[config.mk]
export PLATFORM = sky130hd
export DESIGN_NAME = adhs_bank
export DESIGN_NICKNAME = d
export VERILOG_FILES = /design/src/logic/adhs_pkg.sv /design/src/logic/adhs_bank.sv
export VERILOG_INCLUDE_DIRS = /design/src /design/src/logic
export SDC_FILE = /design/constraint.sdc
export NUM_CORES = 1
export LEC_CHECK = 0
export ABC_AREA = 0
export BUFFER_PORTS_ARGS = -buffer_cell sky130_fd_sc_hd__buf_2
export CORE_UTILIZATION = 33
export CTS_CLUSTER_SIZE = 16
export DETAILED_ROUTE_END_ITERATION = 8
export GPL_TIMING_DRIVEN = 0
export PLACE_DENSITY = 0.66
export SYNTH_ARGS = -nofsm -noshare
export SYNTH_HDL_FRONTEND = slang
export SYNTH_SLANG_ARGS = --single-unit
export TNS_END_PERCENT = 5
[constraint.sdc]
create_clock -name i_mclk -period 1.3 [get_ports i_mclk]
set_input_delay 0.13 -clock i_mclk [delete_from_list [all_inputs] [get_ports i_mclk]]
set_output_delay 0.13 -clock i_mclk [all_outputs]
set_load 0.005 [all_outputs]
[src/logic/adhs_defines.svh]
// offsets, field positions and reset values for the drive/head and status bank
// assumes a byte-wide task-file port with a 4-bit register offset
`ifndef ADHS_DEFINES_SVH
`define ADHS_DEFINES_SVH

// register offsets on the task-file port
`define ADHS_OFF_SECTOR 4'h3
`define ADHS_OFF_CYL_LO 4'h4
`define ADHS_OFF_CYL_HI 4'h5
`define ADHS_OFF_DRV_HEAD 4'h6
`define ADHS_OFF_STATUS 4'h7
`define ADHS_OFF_ALT_STATUS 4'he

// drive/head fields
`define ADHS_DH_LBA_BIT 6
`define ADHS_DH_DRIVE_SELECT_BIT 4
`define ADHS_DH_FIXED_MASK 8'ha0

// status fields
`define ADHS_ST_BUSY 7
`define ADHS_ST_RDY 6
`define ADHS_ST_WRITE_FAULT 5
`define ADHS_ST_SEEK_COMPLETE 4
`define ADHS_ST_DATA_REQUEST 3
`define ADHS_ST_CORRECTED 2
`define ADHS_ST_INDEX_ZERO 1
`define ADHS_ST_ERR 0

// reset values
`define ADHS_DH_RESET 8'ha0

`endif

[src/logic/adhs_pkg.sv]
// types for the drive/head and status register bank
// assumes adhs_defines.svh is available to the modules that use these types
package adhs_pkg;

	// host access strobes for one cycle
	typedef struct packed {
		logic rd;
		logic wr;
		logic [3:0] addr;
		logic [7:0] wdata;
	} adhs_req_t;

	// core status inputs from the card engine
	typedef struct packed {
		logic busy;
		logic ready;
		logic write_fault;
		logic data_req;
		logic corrected;
		logic error;
	} adhs_core_t;

	// addressing mode
	typedef enum logic {
		ADHS_MODE_CHS,
		ADHS_MODE_LBA
	} adhs_mode_t;

	// whole state of the bank
	typedef struct packed {
		logic [7:0] drv_head;
		logic [7:0] sector;
		logic [7:0] cyl_lo;
		logic [7:0] cyl_hi;
		logic [7:0] rdata;
		logic irq_pending;
		logic corrected_seen;
	} adhs_state_t;

endpackage : adhs_pkg

[src/logic/adhs_bank.sv]
// drive/head select, status and shadow status registers of the task file
// assumes one-cycle read/write strobes synchronous to i_mclk from the host port
// Operation
// - drive/head bits 7 and 5 read one
// - bit 6 selects chs or lba
// - lba built from sector, cylinders, head nibble
// - bit 4 selects drive matched to copy
// - status read clears interrupt, shadow does not
// - busy bit set, others invalid
// - dma request only with busy or data request
// - ready clear from reset until able
// - bit 5 reports write fault
// - seek complete set when ready
// - data request set when transfer needed
// - corrected error bit, read continues
// - status bit 1 reads zero
// - bit 0 reports error of last command
// - keep failing sector address in registers
// - interrupt only while disable bit clear
`timescale 1ns/1ns
`include "adhs_defines.svh"

module adhs_bank (
	// clock and reset
	input wire logic i_mclk,
	input wire logic i_rst_b,
	// host task-file port
	input wire adhs_pkg::adhs_req_t i_req,
	output logic [7:0] o_rdata,
	// card engine side
	input wire adhs_pkg::adhs_core_t i_core,
	input wire logic i_drive_copy,
	input wire logic i_irq_event,
	input wire logic i_int_disable,
	input wire logic i_dma_phase,
	input wire logic i_dma_want,
	input wire logic i_fail_load,
	input wire logic [27:0] i_fail_addr,
	// decoded addressing
	output adhs_pkg::adhs_mode_t o_mode,
	output logic [27:0] o_lba,
	output logic [3:0] o_head,
	output logic o_selected,
	// requests toward host
	output logic o_irq,
	output logic o_dmarq
);

	// state register and its next value
	adhs_pkg::adhs_state_t state_q; // everything the bank remembers
	adhs_pkg::adhs_state_t state_d; // next value, filled by the one comb process
	logic [7:0] status_w; // live status byte, shared by both status offsets
	logic rd_status_w; // primary status read taken this cycle
	logic rd_shadow_w; // shadow status read taken this cycle
	logic wr_command_w; // command write taken this cycle

	// builds the status byte; used for both the primary and shadow copy
	// bits below busy pass through even while busy is set; the host must ignore them
	function automatic logic [7:0] adhs_status(input adhs_pkg::adhs_core_t c, input logic seen);
		logic [7:0] s;
		s = 8'h00;
		s[`ADHS_ST_BUSY] = c.busy;
		s[`ADHS_ST_RDY] = c.ready;
		s[`ADHS_ST_WRITE_FAULT] = c.write_fault;
		s[`ADHS_ST_SEEK_COMPLETE] = c.ready;
		s[`ADHS_ST_DATA_REQUEST] = c.data_req;
		s[`ADHS_ST_CORRECTED] = seen;
		s[`ADHS_ST_INDEX_ZERO] = 1'b0;
		s[`ADHS_ST_ERR] = c.error;
		return s;
	endfunction : adhs_status

	// one strobe aimed at one offset; shared by the next-state logic and the checks
	function automatic logic adhs_hit(input logic strobe, input logic [3:0] addr,
		input logic [3:0] off);
		return strobe && (addr == off);
	endfunction : adhs_hit

	// live status and the decoded strobes; the status read and command write carry side effects, the shadow read none
	assign status_w = adhs_status(i_core, state_q.corrected_seen);
	assign rd_status_w = adhs_hit(i_req.rd, i_req.addr, `ADHS_OFF_STATUS);
	assign rd_shadow_w = adhs_hit(i_req.rd, i_req.addr, `ADHS_OFF_ALT_STATUS);
	assign wr_command_w = adhs_hit(i_req.wr, i_req.addr, `ADHS_OFF_STATUS);

	// next-state logic: register writes, read data and interrupt flag
	always_comb begin
		state_d = state_q;
		// corrected flag is sticky until the next command starts; it never aborts a read
		if (i_core.corrected) begin
			state_d.corrected_seen = 1'b1;
		end else if (wr_command_w) begin
			// a new command starts from a clean status
			state_d.corrected_seen = 1'b0;
		end
		// writes; command-block writes are not gated by busy, the host keeps off
		if (i_req.wr) begin
			unique case (i_req.addr)
				`ADHS_OFF_DRV_HEAD: begin
					state_d.drv_head = i_req.wdata | `ADHS_DH_FIXED_MASK;
				end
				`ADHS_OFF_SECTOR: begin
					state_d.sector = i_req.wdata;
				end
				`ADHS_OFF_CYL_LO: begin
					state_d.cyl_lo = i_req.wdata;
				end
				`ADHS_OFF_CYL_HI: begin
					state_d.cyl_hi = i_req.wdata;
				end
				default: begin
					// other offsets belong to other blocks
				end
			endcase
		end
		// failing sector address left for the host, wins over a host write
		if (i_fail_load) begin
			state_d.sector = i_fail_addr[7:0];
			state_d.cyl_lo = i_fail_addr[15:8];
			state_d.cyl_hi = i_fail_addr[23:16];
			state_d.drv_head = {state_q.drv_head[7:4], i_fail_addr[27:24]} | `ADHS_DH_FIXED_MASK;
		end
		// read data captured into a flop
		if (i_req.rd) begin
			unique case (i_req.addr)
				`ADHS_OFF_DRV_HEAD: begin
					state_d.rdata = state_q.drv_head;
				end
				`ADHS_OFF_SECTOR: begin
					state_d.rdata = state_q.sector;
				end
				`ADHS_OFF_CYL_LO: begin
					state_d.rdata = state_q.cyl_lo;
				end
				`ADHS_OFF_CYL_HI: begin
					state_d.rdata = state_q.cyl_hi;
				end
				`ADHS_OFF_STATUS, `ADHS_OFF_ALT_STATUS: begin
					state_d.rdata = status_w;
				end
				default: begin
					state_d.rdata = 8'h00;
				end
			endcase
		end
		// pending interrupt: primary status read clears, a new event wins
		if (i_irq_event) begin
			state_d.irq_pending = 1'b1;
		end else if (rd_status_w) begin
			state_d.irq_pending = 1'b0;
		end
	end

	// single state register
	always_ff @(posedge i_mclk or negedge i_rst_b) begin
		if (!i_rst_b) begin
			state_q.drv_head <= `ADHS_DH_RESET;
			state_q.sector <= 8'h00;
			state_q.cyl_lo <= 8'h00;
			state_q.cyl_hi <= 8'h00;
			state_q.rdata <= 8'h00;
			state_q.irq_pending <= 1'b0;
			state_q.corrected_seen <= 1'b0;
		end else begin
			state_q <= state_d;
		end
	end

	// read data and decoded views of the drive/head and address registers
	assign o_rdata = state_q.rdata;
	assign o_mode = state_q.drv_head[`ADHS_DH_LBA_BIT] ? adhs_pkg::ADHS_MODE_LBA
		: adhs_pkg::ADHS_MODE_CHS;
	assign o_lba = {state_q.drv_head[3:0], state_q.cyl_hi, state_q.cyl_lo, state_q.sector};
	assign o_head = state_q.drv_head[3:0];
	assign o_selected = state_q.drv_head[`ADHS_DH_DRIVE_SELECT_BIT] == i_drive_copy;

	// interrupt is suppressed by the disable bit but stays pending, so a host that
	// unmasks interrupts again still sees the event that arrived while masked
	assign o_irq = state_q.irq_pending && !i_int_disable;

	// dma request gated by busy or data request during the data phase; left combinational
	// so the gate closes in the very cycle both flags drop
	assign o_dmarq = i_dma_phase && i_dma_want && (i_core.busy || i_core.data_req);

	// checks: each one watches what this bank drives; the host keeps its own rules

	// drive/head fixed bits always one, whatever the host or the engine loaded
	chk_dh_fixed_ones: assert property (@(posedge i_mclk) disable iff (!i_rst_b)
		(state_q.drv_head & `ADHS_DH_FIXED_MASK) == `ADHS_DH_FIXED_MASK)
		else $error("drive/head fixed bits not one");

	// a drive/head read shows the fixed ones to the host
	chk_dh_read_ones: assert property (@(posedge i_mclk) disable iff (!i_rst_b)
		adhs_hit(i_req.rd, i_req.addr, `ADHS_OFF_DRV_HEAD) |=> o_rdata[7] && o_rdata[5])
		else $error("drive/head read lost a fixed bit");

	// mode follows bit 6 written
	chk_mode_follow: assert property (@(posedge i_mclk) disable iff (!i_rst_b)
		adhs_hit(i_req.wr, i_req.addr, `ADHS_OFF_DRV_HEAD) && !i_fail_load |=>
		(o_mode == adhs_pkg::ADHS_MODE_LBA) == $past(i_req.wdata[`ADHS_DH_LBA_BIT]))
		else $error("mode does not follow bit 6");

	// lba top nibble follows the written head nibble
	chk_lba_nibble: assert property (@(posedge i_mclk) disable iff (!i_rst_b)
		adhs_hit(i_req.wr, i_req.addr, `ADHS_OFF_DRV_HEAD) && !i_fail_load |=>
		o_lba[27:24] == $past(i_req.wdata[3:0]))
		else $error("lba high nibble wrong");

	// lba low byte follows the sector register
	chk_lba_sector: assert property (@(posedge i_mclk) disable iff (!i_rst_b)
		adhs_hit(i_req.wr, i_req.addr, `ADHS_OFF_SECTOR) && !i_fail_load |=>
		o_lba[7:0] == $past(i_req.wdata))
		else $error("lba sector byte wrong");

	// lba middle bytes follow the cylinder registers
	chk_lba_cyl_low: assert property (@(posedge i_mclk) disable iff (!i_rst_b)
		adhs_hit(i_req.wr, i_req.addr, `ADHS_OFF_CYL_LO) && !i_fail_load |=>
		o_lba[15:8] == $past(i_req.wdata))
		else $error("lba cylinder low byte wrong");
	chk_lba_cyl_high: assert property (@(posedge i_mclk) disable iff (!i_rst_b)
		adhs_hit(i_req.wr, i_req.addr, `ADHS_OFF_CYL_HI) && !i_fail_load |=>
		o_lba[23:16] == $past(i_req.wdata))
		else $error("lba cylinder high byte wrong");

	// head number is the same low nibble, whatever the mode
	chk_head_nibble: assert property (@(posedge i_mclk) disable iff (!i_rst_b)
		adhs_hit(i_req.wr, i_req.addr, `ADHS_OFF_DRV_HEAD) && !i_fail_load |=>
		o_head == $past(i_req.wdata[3:0]))
		else $error("head number wrong");

	// select follows the written drive bit against the copy field
	chk_drive_sel: assert property (@(posedge i_mclk) disable iff (!i_rst_b)
		adhs_hit(i_req.wr, i_req.addr, `ADHS_OFF_DRV_HEAD) && !i_fail_load |=>
		o_selected == ($past(i_req.wdata[`ADHS_DH_DRIVE_SELECT_BIT]) == i_drive_copy))
		else $error("drive select mismatch");

	// primary read clears pending
	chk_status_clear: assert property (@(posedge i_mclk) disable iff (!i_rst_b)
		rd_status_w && !i_irq_event |=> !state_q.irq_pending)
		else $error("status read did not clear interrupt");
	// shadow read keeps it
	chk_shadow_keep: assert property (@(posedge i_mclk) disable iff (!i_rst_b)
		rd_shadow_w && state_q.irq_pending |=> state_q.irq_pending)
		else $error("shadow read cleared interrupt");
	// a new event is pending the cycle after it arrives
	chk_irq_set: assert property (@(posedge i_mclk) disable iff (!i_rst_b)
		i_irq_event |=> state_q.irq_pending)
		else $error("interrupt event not held pending");

	// status byte fields, same on both offsets, seen the cycle after the read
	chk_status_busy: assert property (@(posedge i_mclk) disable iff (!i_rst_b)
		rd_status_w || rd_shadow_w |=> o_rdata[`ADHS_ST_BUSY] == $past(i_core.busy))
		else $error("status busy bit wrong");
	// ready stays clear until the engine says it can take a command
	chk_status_ready: assert property (@(posedge i_mclk) disable iff (!i_rst_b)
		rd_status_w || rd_shadow_w |=> o_rdata[`ADHS_ST_RDY] == $past(i_core.ready))
		else $error("status ready bit wrong");
	// write fault
	chk_write_fault: assert property (@(posedge i_mclk) disable iff (!i_rst_b)
		rd_status_w || rd_shadow_w |=> o_rdata[`ADHS_ST_WRITE_FAULT] == $past(i_core.write_fault))
		else $error("status write fault bit wrong");
	// seek complete mirrors ready
	chk_seek_complete: assert property (@(posedge i_mclk) disable iff (!i_rst_b)
		rd_status_w || rd_shadow_w |=> o_rdata[`ADHS_ST_SEEK_COMPLETE] == $past(i_core.ready))
		else $error("status seek complete bit wrong");
	// data request
	chk_data_request: assert property (@(posedge i_mclk) disable iff (!i_rst_b)
		rd_status_w || rd_shadow_w |=> o_rdata[`ADHS_ST_DATA_REQUEST] == $past(i_core.data_req))
		else $error("status data request bit wrong");
	// bit 1 never set
	chk_index_zero: assert property (@(posedge i_mclk) disable iff (!i_rst_b)
		rd_status_w || rd_shadow_w |=> !o_rdata[`ADHS_ST_INDEX_ZERO])
		else $error("status bit 1 set");
	// error of the last command
	chk_error_bit: assert property (@(posedge i_mclk) disable iff (!i_rst_b)
		rd_status_w || rd_shadow_w |=> o_rdata[`ADHS_ST_ERR] == $past(i_core.error))
		else $error("status error bit wrong");

	// corrected flag stays until a command write
	chk_corrected_sticky: assert property (@(posedge i_mclk) disable iff (!i_rst_b)
		i_core.corrected || (state_q.corrected_seen && !wr_command_w) |=> state_q.corrected_seen)
		else $error("corrected flag lost before a command");
	// and that write clears it unless a new correction lands with it
	chk_corrected_clear: assert property (@(posedge i_mclk) disable iff (!i_rst_b)
		wr_command_w && !i_core.corrected |=> !state_q.corrected_seen)
		else $error("command write left corrected flag set");

	// failing sector address replaces the command block
	chk_fail_addr: assert property (@(posedge i_mclk) disable iff (!i_rst_b)
		i_fail_load |=> o_lba == $past(i_fail_addr))
		else $error("failing sector address not kept");

	// dma request never without busy or data request
	chk_dma_gate: assert property (@(posedge i_mclk) disable iff (!i_rst_b)
		o_dmarq |-> i_core.busy || i_core.data_req)
		else $error("dma request without busy or data request");

	// interrupt never while disabled
	chk_irq_gate: assert property (@(posedge i_mclk) disable iff (!i_rst_b)
		i_int_disable |-> !o_irq)
		else $error("interrupt raised while disabled");
	// an unmasked event shows on the request the next cycle
	chk_irq_pass: assert property (@(posedge i_mclk) disable iff (!i_rst_b)
		i_irq_event ##1 !i_int_disable |-> o_irq)
		else $error("unmasked interrupt not raised");

endmodule : adhs_bank

==> results.ini <==
[worst_setup_path]
slowest_delay_ns=0.51
critPathBufInv=2
worst_setup_path_start_kind=input port
crit_arrival_ns=1.44
r2r_cells=3
critPathTopFamily=simple AND/OR/NAND/NOR gates
cp_slowest_cell=nor3_4
worstReg2RegEnd=o_rdata[0]$_DFFE_PN0P_
worstPathRequired_ns=1.47
crit_path_end_kind=register
reg2reg_slack_ns=0.07
reg2reg_from=o_head[0]$_DFFE_PN0P_
critical_path_class=input port to register
crit_fanout=9
cp_cell_sequence=buf_2 > nand2b_4 > buf_6 > nor3_4 > mux2i_1 > o21ai_1

[drt]
drt_wl_total_mm=7.482
firstDrtPassIters=4
vias_per_cell=4.837
drc=0
ant_nets=0
drtIter0Drc=118
wl_per_cell_um=15.89
vias=2278

[timing]
fin_crit_sh=0.9766
skew_ns=0.008834
hold_viol_final=40
worstMarginPinSlew_ns=0.9536
rsz0062_at_grt=yes
fin_ws_ns=0.03043
slew_headroom=0.3642
fmax_mhz=787.7
fin_crit_ns=1.270
setup_violations=0
drv_slew=0
fin_hold_ws_ns=-0.02638

[yosys]
synth_ff_type=dfrtp_1
synth-edff-count=0
syn-cell-area_um2=2540
syn_area_per_cell_um2=9.549
yosysWarnings=0
syn_nets=322
synth_seq_cells=41
ys_async_sr_fraction=1.000
seq_area_frac_synth=0.4044
postSynthCellCount=266
synth_cell_types=36

[final_layout]
layout_common_cells=98 x buf_2, 41 x buf_4, 40 x dfrtp_1, 35 x nand2_1, 29 x mux2i_1
final_common_cell=buf_2
nets=427
regArea_um2=1027
fillers=734
area_delta_synth_final_pct=31.67
insertedDiodeCount=0
multiInputGateArea_um2=1116
drive_gt1_frac=0.4462

[grt]
grt_pass1_wl_mm=11.95
antenna_found_initial=0
grt_max_degree=42
grt_pass1_vias=2239
grt_overflow=0
grt_usage=0.1881

[cts]
cts_made_buffers=5
cts.sinks=41
cts_tree=yes
clock-root-buffer=clkbuf_8
cts_buffer_depth=2
hold_buffers=0
cts_max_level=2
clk_pin_slew_ns=0.09
clk_latency_ns=0.30

[die]
ios=100
start_util=0.3465
dieWidth_um=89.73
core_um2=7331
die-area_um2=8051
rows=31
die_h_um=89.73

[place]
globalplace.congestion=0.8797
dp_hpwl_mm=5.499
dp_slack_ns=-0.5303
port_buffers=96

[pwr]
vdd_drop_max_v=0.0004205
leakage_uw=0.001644
power_density_nw_per_um2=1050
total_power_uw=3513

[run_status]
status=finished with violations
violations=hold timing

[run]
cap_violations=0

[hold_path]
hp-class=input port to async pin

cells in the mapped netlist (2+ instances only):
| library cell | n | area (µm²) |
|---|---|---|
| a21o_1 | 2 | 15.01 |
| a221oi_1 | 7 | 61.31 |
| a22o_1 | 8 | 70.07 |
| buf_2 | 2 | 10.01 |
| buf_4 | 41 | 307.8 |
| buf_6 | 3 | 33.78 |
| clkbuf_1 | 10 | 37.54 |
| dfrtp_1 | 40 | 1001 |
| inv_1 | 8 | 30.03 |
| mux2_1 | 2 | 22.52 |
| mux2i_1 | 29 | 290.3 |
| nand2_1 | 35 | 131.4 |
| nand3_1 | 6 | 30.03 |
| nor2b_1 | 6 | 37.54 |
| nor3_1 | 2 | 10.01 |
| o21ai_1 | 28 | 140.1 |
| o22ai_1 | 15 | 93.84 |
| or3_1 | 3 | 18.77 |
| xnor2_1 | 2 | 17.52 |
metal layers:
layer  vias to the layer above  part of all wire  global-route usage
li1                       1110                 -                   -
met1                      1057              0.45              0.2591
met5                         -                 0                   0
met3                        13             0.071             0.04146
met2                        98              0.46              0.2962
met4                         0             0.018             0.05328
worst max-delay path by stage:
stage          slack (ns)  cells past startpoint                 endpoint                    start
2_1_floorplan       -0.21                      6  state_q[38]$_DFFE_PN0P_                i_req[10]
4_1_cts             -0.03                      6     o_lba[4]$_DFFE_PN0P_                 i_req[8]
6_report             0.03                      6    o_lba[22]$_DFFE_PN0P_                i_req[10]
3_5_place_dp        -0.53                      6  state_q[40]$_DFFE_PN0P_                i_req[10]
5_1_grt             -0.03                      3   o_rdata[6]$_DFFE_PN0P_  state_q[40]$_DFFE_PN0P_
3_3_place_gp        -0.50                      6  state_q[38]$_DFFE_PN0P_                i_req[10]
cell families after synthesis:
| kind of cell | synth area share |
|---|---|
| buffers and inverters | 0.1690 |
| AOI/OAI and AO/OA | 0.1591 |
| and+or+nand+nor | 0.1374 |
| DFF | 0.4044 |
| muxes | 0.1232 |
| xor gates and xnor gates | 0.006898 |
metrics by stage:
step | hold slack (ns) | util | instance area, µm² | std cells | setup TNS, ns
after CTS | 0.006165 | 0.4487 | 3289 | 470 | -0.1731
after detailed placement | 0.3147 | 0.4289 | 3144 | 461 | -11.16
after global placement | 0.3087 | 0.4289 | 3144 | 461 | -10.27
after floorplan | -0.1656 | - | 2540 | 266 | -1.232
final | -0.02638 | 0.4562 | 3344 | 471 | 0
after global routing | 0.003231 | 0.4562 | 3344 | 471 | -0.05234
repair_timing:
action	4_1_cts	5_1_grt
hold endpoints to repair	0	0
resized for setup	1	9
cloned	0	0
buffers inserted	1	1
setup endpoints to repair	14	17
pin swaps	1	1
layout make-up:
class	instances	area share
timing repair buffer	98	0.1519
clock inverter	3	0.01945
clock buffer	5	0.02058
multi-input combinational	159	0.3337
tap	99	0.03704
inverter	9	0.01085
sequential	41	0.3071
buffer	57	0.1193
registers in the layout, indices dropped and copies added (netlist names):
register / cells
o_rdata: 8
o_lba: 24
o_head: 4
state_q: 5
power by group:
group          switching (µW)  internal, µW
logic                     362           420
registers                 103          1380
clock network             485           764
Power figures use the tool's default switching activity.
